**src/rcft_pkg.sv**
```systemverilog
// package for the reference clock fraction trim stage
// assumes a 200 MHz peripheral clock and an avalon-mm register bus
//
// Behaviour
// - nine-bit trim in bits 31..23; value n adds n/512 to divisor.
// - while enabled, a written trim waits for a divisor-switch request.
// - trim is ignored whenever the integer divisor is zero.
// - trim resets to zero; bits 22..0 read as zero.
package rcft_pkg;
    // ------------------------------------------------------------
    // register map
    // ------------------------------------------------------------
    localparam logic [3:0]  RCFT_CTRL_ADDR   = 4'h0; // reference_clock_control
    localparam logic [3:0]  RCFT_TRIM_ADDR   = 4'h4; // reference_clock_fraction_trim
    localparam int          RCFT_TRIM_LSB    = 23;
    localparam int          RCFT_TRIM_W      = 9;
    localparam int          RCFT_DIV_W       = 15;
    localparam int          RCFT_CTRL_ON     = 15;
    localparam int          RCFT_CTRL_SWREQ  = 9;
    localparam int          RCFT_CTRL_ACTIVE = 8;
    localparam int          RCFT_CTRL_DIVLSB = 16;
    localparam logic [8:0]  RCFT_TRIM_RST    = 9'h000;
    localparam logic [14:0] RCFT_DIV_RST     = 15'h0000;
    localparam logic [31:0] RCFT_ZERO32      = 32'h0000_0000;

    // divider settings that travel together
    typedef struct packed {
        logic [14:0] div;
        logic [8:0]  trim;
    } rcft_setting_s;
endpackage

```
**src/rcft_top.sv**
```systemverilog
// reference clock fraction trim stage with its control register
// holds the control and trim registers, the trim hold-off and the
// fractional divider that makes the reference clock output
// assumes an avalon-mm master that holds a request until waitrequest is
// low; src_tick_i is a one-cycle enable, one per source clock cycle
// all inputs are synchronous to ref_clk_i; rst_i is synchronous
`timescale 1ns/100ps
module rcft_top
    import rcft_pkg::*;
(
    input  wire logic        ref_clk_i,
    input  wire logic        rst_i,
    input  wire logic [3:0]  avs_address_i,
    input  wire logic        avs_read_i,
    input  wire logic        avs_write_i,
    input  wire logic [31:0] avs_writedata_i,
    input  wire logic [3:0]  avs_byteenable_i,
    output logic      [31:0] avs_readdata_o,
    output logic             avs_waitrequest_o,
    input  wire logic        src_tick_i,
    output logic             ref_clk_out_o,
    output logic             active_o
);
    // ------------------------------------------------------------
    // register state
    // ------------------------------------------------------------
    logic          on_bit, next_on_bit;        // generator enable
    logic          active, next_active;        // generator running status
    logic          sw_req, next_sw_req;        // divisor switch request, one cycle
    logic [8:0]    trim_pend, next_trim_pend;  // trim as last written
    rcft_setting_s live, next_live;            // settings the divider runs on
    logic [31:0]   rdata, next_rdata;
    logic          rvalid, next_rvalid;
    logic          wr_ctrl, wr_trim, rd_start;
    logic          req_bit;                    // switch request seen in write data
    logic [31:0]   ctrl_rd, trim_rd, ctrl_m, trim_m;

    // ------------------------------------------------------------
    // helper functions
    // ------------------------------------------------------------
    // byte-lane merge used by both registers
    function automatic logic [31:0] merge(input logic [31:0] old, input logic [31:0] nw,
                                          input logic [3:0] be);
        logic [31:0] r;
        r = old;
        for (int i = 0; i < 4; i++)
            if (be[i]) r[i*8 +: 8] = nw[i*8 +: 8];
        return r;
    endfunction

    // register address compare; one place for the read and the write decode
    function automatic logic addr_is(input logic [3:0] adr, input logic [3:0] reg_adr);
        return adr == reg_adr;
    endfunction

    // control word as software sees it; unlisted bits read as zero
    function automatic logic [31:0] pack_ctrl(input logic [14:0] div, input logic enable,
                                              input logic req, input logic act);
        logic [31:0] w;
        w = RCFT_ZERO32;
        w[RCFT_CTRL_DIVLSB +: RCFT_DIV_W] = div;
        w[RCFT_CTRL_ON]                    = enable;
        w[RCFT_CTRL_SWREQ]                 = req;
        w[RCFT_CTRL_ACTIVE]                = act;
        return w;
    endfunction

    // trim word: only the nine trim bits are implemented
    function automatic logic [31:0] pack_trim(input logic [8:0] trim);
        logic [31:0] w;
        w = RCFT_ZERO32;
        w[RCFT_TRIM_LSB +: RCFT_TRIM_W] = trim;
        return w;
    endfunction

    // last tick of a half period; a carry stretches it by one tick
    function automatic logic half_done(input logic [15:0] count, input logic [14:0] div,
                                       input logic stretch);
        return (count + 16'h0001) >= ({1'b0, div} + {15'h0000, stretch});
    endfunction

    // ------------------------------------------------------------
    // bus decode and answer
    // ------------------------------------------------------------
    // read-back words and their lane-merged write images
    assign ctrl_rd  = pack_ctrl(live.div, on_bit, sw_req, active);
    assign trim_rd  = pack_trim(trim_pend);
    assign ctrl_m   = merge(ctrl_rd, avs_writedata_i, avs_byteenable_i);
    assign trim_m   = merge(trim_rd, avs_writedata_i, avs_byteenable_i);
    // write strobes; unmapped addresses are simply dropped
    assign wr_ctrl  = avs_write_i && addr_is(avs_address_i, RCFT_CTRL_ADDR);
    assign wr_trim  = avs_write_i && addr_is(avs_address_i, RCFT_TRIM_ADDR);
    // the switch request is a strobe, so it comes from the written lane
    // itself and never from the merged read-back, which would re-arm it
    assign req_bit  = wr_ctrl && avs_byteenable_i[RCFT_CTRL_SWREQ / 8]
                      && avs_writedata_i[RCFT_CTRL_SWREQ];
    // writes finish at once; reads wait one cycle for registered data
    assign rd_start          = avs_read_i && !rvalid;
    assign avs_waitrequest_o = rd_start;
    assign avs_readdata_o    = rdata;
    assign active_o          = active;

    // ------------------------------------------------------------
    // read data path
    // ------------------------------------------------------------
    // data is captured in the waiting cycle and shown in the next one;
    // it drops back to zero after, so stale words never linger
    always_comb
    begin
        next_rvalid = rd_start;
        next_rdata  = RCFT_ZERO32; // unmapped reads give zero
        if (rd_start)
        begin
            if (addr_is(avs_address_i, RCFT_CTRL_ADDR))
            begin
                next_rdata = ctrl_rd;
            end
            else if (addr_is(avs_address_i, RCFT_TRIM_ADDR))
            begin
                next_rdata = trim_rd;
            end
        end
    end

    // read registers
    always_ff @(posedge ref_clk_i)
    begin
        if (rst_i)
        begin
            rdata  <= RCFT_ZERO32;
            rvalid <= 1'b0;
        end
        else
        begin
            rdata  <= next_rdata;
            rvalid <= next_rvalid;
        end
    end

    // ------------------------------------------------------------
    // control and trim registers
    // ------------------------------------------------------------
    // while off, a written trim goes straight to the divider; while on, it
    // waits in trim_pend until software raises the switch request
    always_comb
    begin
        next_on_bit    = on_bit;
        next_sw_req    = sw_req;
        next_trim_pend = trim_pend;
        next_live      = live;
        if (wr_trim)
        begin
            next_trim_pend = trim_m[RCFT_TRIM_LSB +: RCFT_TRIM_W];
        end
        if (wr_ctrl)
        begin
            next_on_bit   = ctrl_m[RCFT_CTRL_ON];
            next_live.div = ctrl_m[RCFT_CTRL_DIVLSB +: RCFT_DIV_W];
        end
        if (!on_bit)
        begin
            // nothing is held back while the generator is off
            next_live.trim = next_trim_pend;
            next_sw_req    = 1'b0;
        end
        else if (sw_req)
        begin
            next_live.trim = trim_pend;
            // a request written in the same cycle still stands: set wins
            next_sw_req    = req_bit;
        end
        else if (req_bit)
        begin
            next_sw_req = 1'b1;
        end
    end

    // settings registers; the trim reset value makes the divider run
    // untrimmed until software writes
    always_ff @(posedge ref_clk_i)
    begin
        if (rst_i)
        begin
            on_bit    <= 1'b0;
            sw_req    <= 1'b0;
            trim_pend <= RCFT_TRIM_RST;
            live      <= '{div: RCFT_DIV_RST, trim: RCFT_TRIM_RST};
        end
        else
        begin
            on_bit    <= next_on_bit;
            sw_req    <= next_sw_req;
            trim_pend <= next_trim_pend;
            live      <= next_live;
        end
    end

    // ------------------------------------------------------------
    // generator status
    // ------------------------------------------------------------
    // active follows the enable one cycle late; software must see the two
    // agree before it writes the trim register
    always_comb
    begin
        next_active = on_bit;
    end

    // status register
    always_ff @(posedge ref_clk_i)
    begin
        if (rst_i)
        begin
            active <= 1'b0;
        end
        else
        begin
            active <= next_active;
        end
    end

    // ------------------------------------------------------------
    // fractional divider
    // ------------------------------------------------------------
    // each output half period lasts div source ticks; the fraction is
    // added once per half period, so each half carries div + trim/512
    // on average and a full period is twice the combined divisor
    logic [15:0] cnt, next_cnt;     // ticks spent in this half period
    logic [8:0]  acc, next_acc;     // fraction accumulator, 1/512 units
    logic        extra, next_extra; // carry: stretch this half by a tick
    logic        clk_q, next_clk_q; // output phase
    logic [9:0]  acc_sum;
    logic        bypass;            // zero divisor: trim has no effect
    logic        at_end;            // last tick of the current half

    assign acc_sum = {1'b0, acc} + {1'b0, live.trim};
    assign bypass  = live.div == RCFT_DIV_RST;
    assign at_end  = half_done(cnt, live.div, extra);

    // half-period counter and output phase
    always_comb
    begin
        next_cnt   = cnt;
        next_clk_q = clk_q;
        if (!active)
        begin
            next_cnt   = 16'h0000;
            next_clk_q = 1'b0;
        end
        else if (bypass)
        begin
            next_cnt   = 16'h0000;
            next_clk_q = src_tick_i; // undivided; trim ignored
        end
        else if (src_tick_i)
        begin
            if (at_end)
            begin
                next_cnt   = 16'h0000;
                next_clk_q = !clk_q;
            end
            else
            begin
                next_cnt = cnt + 16'h0001;
            end
        end
    end

    // fraction accumulator: steps at every output edge; its carry
    // lengthens the half period that starts there, which spreads the
    // extra source ticks evenly instead of bunching them
    always_comb
    begin
        next_acc   = acc;
        next_extra = extra;
        if (!active || bypass)
        begin
            next_acc   = 9'h000;
            next_extra = 1'b0;
        end
        else if (src_tick_i && at_end)
        begin
            next_acc   = acc_sum[8:0];
            next_extra = acc_sum[9];
        end
    end

    // divider registers
    always_ff @(posedge ref_clk_i)
    begin
        if (rst_i)
        begin
            cnt   <= 16'h0000;
            clk_q <= 1'b0;
        end
        else
        begin
            cnt   <= next_cnt;
            clk_q <= next_clk_q;
        end
    end

    // accumulator registers
    always_ff @(posedge ref_clk_i)
    begin
        if (rst_i)
        begin
            acc   <= 9'h000;
            extra <= 1'b0;
        end
        else
        begin
            acc   <= next_acc;
            extra <= next_extra;
        end
    end

    // output straight from the phase flip-flop, so it carries no glitches
    assign ref_clk_out_o = clk_q;
endmodule // rcft_top

```
**config.mk**
```make
export PLATFORM = sky130hd
export DESIGN_NAME = rcft_top
export DESIGN_NICKNAME = d
export VERILOG_FILES = /design/src/rcft_pkg.sv /design/src/rcft_top.sv
export SDC_FILE = /design/constraint.sdc
export NUM_CORES = 1
export LEC_CHECK = 0
export BUFFER_PORTS_ARGS = -buffer_cell sky130_fd_sc_hd__clkbuf_2
export CORE_ASPECT_RATIO = 0.9
export CORE_MARGIN = 1.5
export CORE_UTILIZATION = 56
export DETAILED_ROUTE_END_ITERATION = 12
export PLACE_DENSITY = 0.89
export SKIP_LAST_GASP = 1
export SYNTH_ARGS = -nofsm -noshare
export SYNTH_HDL_FRONTEND = slang
export SYNTH_SLANG_ARGS = --single-unit
```
**constraint.sdc**
```tcl
create_clock -name ref_clk_i -period 3.54 [get_ports ref_clk_i]
set_input_delay 1.062 -clock ref_clk_i [delete_from_list [all_inputs] [get_ports ref_clk_i]]
set_output_delay 1.062 -clock ref_clk_i [all_outputs]
set_load 0.02 [all_outputs]
```
==> flow_summary_export.csv <==
group,metric,value,unit
floorplan,initial_core_util,0.583,
grt,grt_max_degree,33,
clock_network,cts-hold-fix-buffers,0,
sta,tightest_slew,0.647,ns
final_layout,final_cell_mix,"dfxtp_1 (83), nand2_1 (53), clkbuf_2 (51)",
outcome,status,"finished, final reports clean",
setup_path,critPathMaxFanout,7,
logic_synthesis,synthFlopType,"dfxtp_1",
clock_network,clockRootBuffer,"clkbuf_8",
logic_synthesis,ys_types,47,
final_layout,diodes,0,
clock_network,ctsResizeCount,0,
setup_path,cp.arrival,3.60,ns
logic_synthesis,netlist_area,4420,sq um
logic_synthesis,synth_warnings,0,
route,wl,10300,microns
sta,max_freq,299,MHz
place,placement.io_buffers,51,
min_path,hp-class,"flop to flop",
final_layout,fillers,598,
floorplan,fp-row-count,30,
setup_path,required,3.80,ns
route,vias,3836,
power,ir_drop,0.253,mV
logic_synthesis,synth-async-reset-ratio,0,
place,hpwl,7430,microns
final_layout,layout_commonest_cell,"dfxtp_1",
sta,finalClockSkew,0.00970,ns
grt,grt_pass1_vias,3551,
grt,grt_pass1_wl,16400,microns
floorplan,die_height,87.3,microns
route,drt-vias-per-instance,5.83,
setup_path,end_kind,"flop",
place,gp_congestion,0.885,
clock_network,numCtsBuffers,9,
route,drt_pass1_iterations,5,
sta,worst_slack,0.200,ns
logic_synthesis,ys_seq_area_frac,0.376,
clock_network,clk_path_buf_depth,2,
route,detail-route-antenna-nets,0,
clock_network,cts_tree,"done",
clock_network,clock-sinks,83,
grt,grt_use_total,0.243,
final_layout,drive_gt1_frac,0.148,
clock_network,insertion_delay,0.37,ns
clock_network,htreeDepth,3,
final_layout,final_nets,631,
sta,finalSetupTns,0,ns
power,power.density,356,nW/um^2
final_layout,final_core_util,0.649,
sta,slew_violations,0,
route,wl_per_cell,15.6,microns
grt,antenna_found_initial,0,
floorplan,io_pins,80,
clock_network,cts_setup_buffers,0,
clock_network,path_clk_slew,0.09,ns
sta,max_slew_margin,0.567,
floorplan,die_w,96.7,microns
logic_synthesis,synth_edf_count,0,
logic_synthesis,avgSynthCellArea,8.60,sq um
place,pre_cts_slack,0.139,ns
floorplan,fp.coreArea,7580,sq um
power,p_leak,2.03,nW
final_layout,areaGrowthSynthToFinish,11.2,%
route,drc,0,
sta,fin_crit,3.34,ns
sta,hold_violations,0,
sta,finalSetupViolCount,0,
route,drt_iter0_drc,271,
floorplan,die-area,8440,sq um
job,drv_cap,0,
sta,min_period_over_period,0.943,
setup_path,critPathKind,"flop to flop",
setup_path,critPathLaunchType,"flop",
grt,grt.overflow.total,0,
logic_synthesis,synthCells,514,
logic_synthesis,ys_seq_elements,83,
==> kinds of logic (layout without fill, tap and decap cells) <==
family          after synthesis  count (layout)  share of synthesized area
compound gates               80              80                      0.108
xor+xnor                     38              38                     0.0753
fa+ha+maj                    29              29                     0.0838
buf+inv                      50              86                     0.0569
flops                        83              83                      0.376
mux                          27              27                     0.0611
other cells                   1              13                   0.000848
simple gates                206             206                      0.239
==> layout make-up <==
cell class,instances,area (sq um),share of cell area
Inverter,12,45.0,0.00916
Clock inverter,7,82.6,0.0168
Clock buffer,9,124,0.0252
Sequential cell,83,1660,0.338
Tap cell,96,120,0.0244
Timing Repair Buffer,58,312,0.0634
Multi-Input combinational cell,393,2570,0.523
==> synthesized netlist by cell type, types with 2 or more instances <==
library cell,instances,area share
mux2i_1,27,0.061
nand2b_1,3,0.0042
o21a_1,3,0.0051
a32o_1,2,0.0045
and2_1,12,0.017
nor4_1,4,0.0057
xor2_1,22,0.044
nor2_1,32,0.027
buf_4,13,0.022
a21oi_2,2,0.0040
and3_1,5,0.0071
nand4_1,12,0.017
ha_1,28,0.079
nand2_1,53,0.045
nor2b_1,6,0.0085
xnor2_1,16,0.032
inv_1,12,0.010
nand3b_1,9,0.015
o21ai_0,32,0.036
nor3_1,13,0.015
or3_1,11,0.016
nand3_1,40,0.045
buf_2,6,0.0068
dfxtp_1,83,0.38
a21o_1,3,0.0051
and4_1,2,0.0040
a21oi_1,27,0.031
clkbuf_1,17,0.014
==> sequential cells by signal, indices dropped and copies added, names as in the netlist, 9 cells and up <==
name / cells
trim_pend: 9
live: 9
ctrl_rd: 15
acc: 9
avs_readdata_o: 19
cnt: 16
==> through the flow <==
stage,cells,hold WS [ns],total power (W),area (sq um)
after floorplan,526,0.431,0.00104,4470
after detailed placement,642,0.460,0.00106,4690
after CTS,658,0.474,0.00176,4890
after global placement,642,0.448,0.00106,4690
final,658,0.468,0.00175,4920
after global routing,658,0.489,0.00180,4920
==> metal layers <==
metal	vias to the layer above	wire, microns	track usage
li1	1870	-	-
met1	1806	4170	0.290
met2	135	5330	0.430
met3	25	560	0.0522
met4	0	229	0.0962
met5	-	0	0
==> worst max-delay path: stages, from the launching register on <==
cell       delay, ns
dfxtp_1         0.39
ha_1            0.25
ha_1            0.26
inv_1           0.07
nor2_1          0.27
nand4_1         0.15
xor2_1          0.17
ha_1            0.32
nand4_1         0.17
a2111oi_2       0.32
a211oi_2        0.17
a21oi_4         0.25
and2b_1         0.23
a32o_1          0.21
==> power breakdown <==
group | internal, W | switching, W | total (W)
clock network | 0.000336 | 0.000372 | 0.000708
logic | 0.0000355 | 0.0000666 | 0.000102
registers | 0.000936 | 0.00000418 | 0.000940
==> path summary, 6_finish.rpt <==
check / startpoint / to / slack (ns) / depth (start not counted)
hold / removal: acc[4] / acc[4] / 0.47 / 2
setup / recovery: ctrl_rd[16] / cnt[13] / 0.20 / 13
setup reg to reg: ctrl_rd[16] / cnt[13] / 0.20 / 13
hold reg to reg: acc[4] / acc[4] / 0.47 / 2
(Power assumes the default switching activity.)
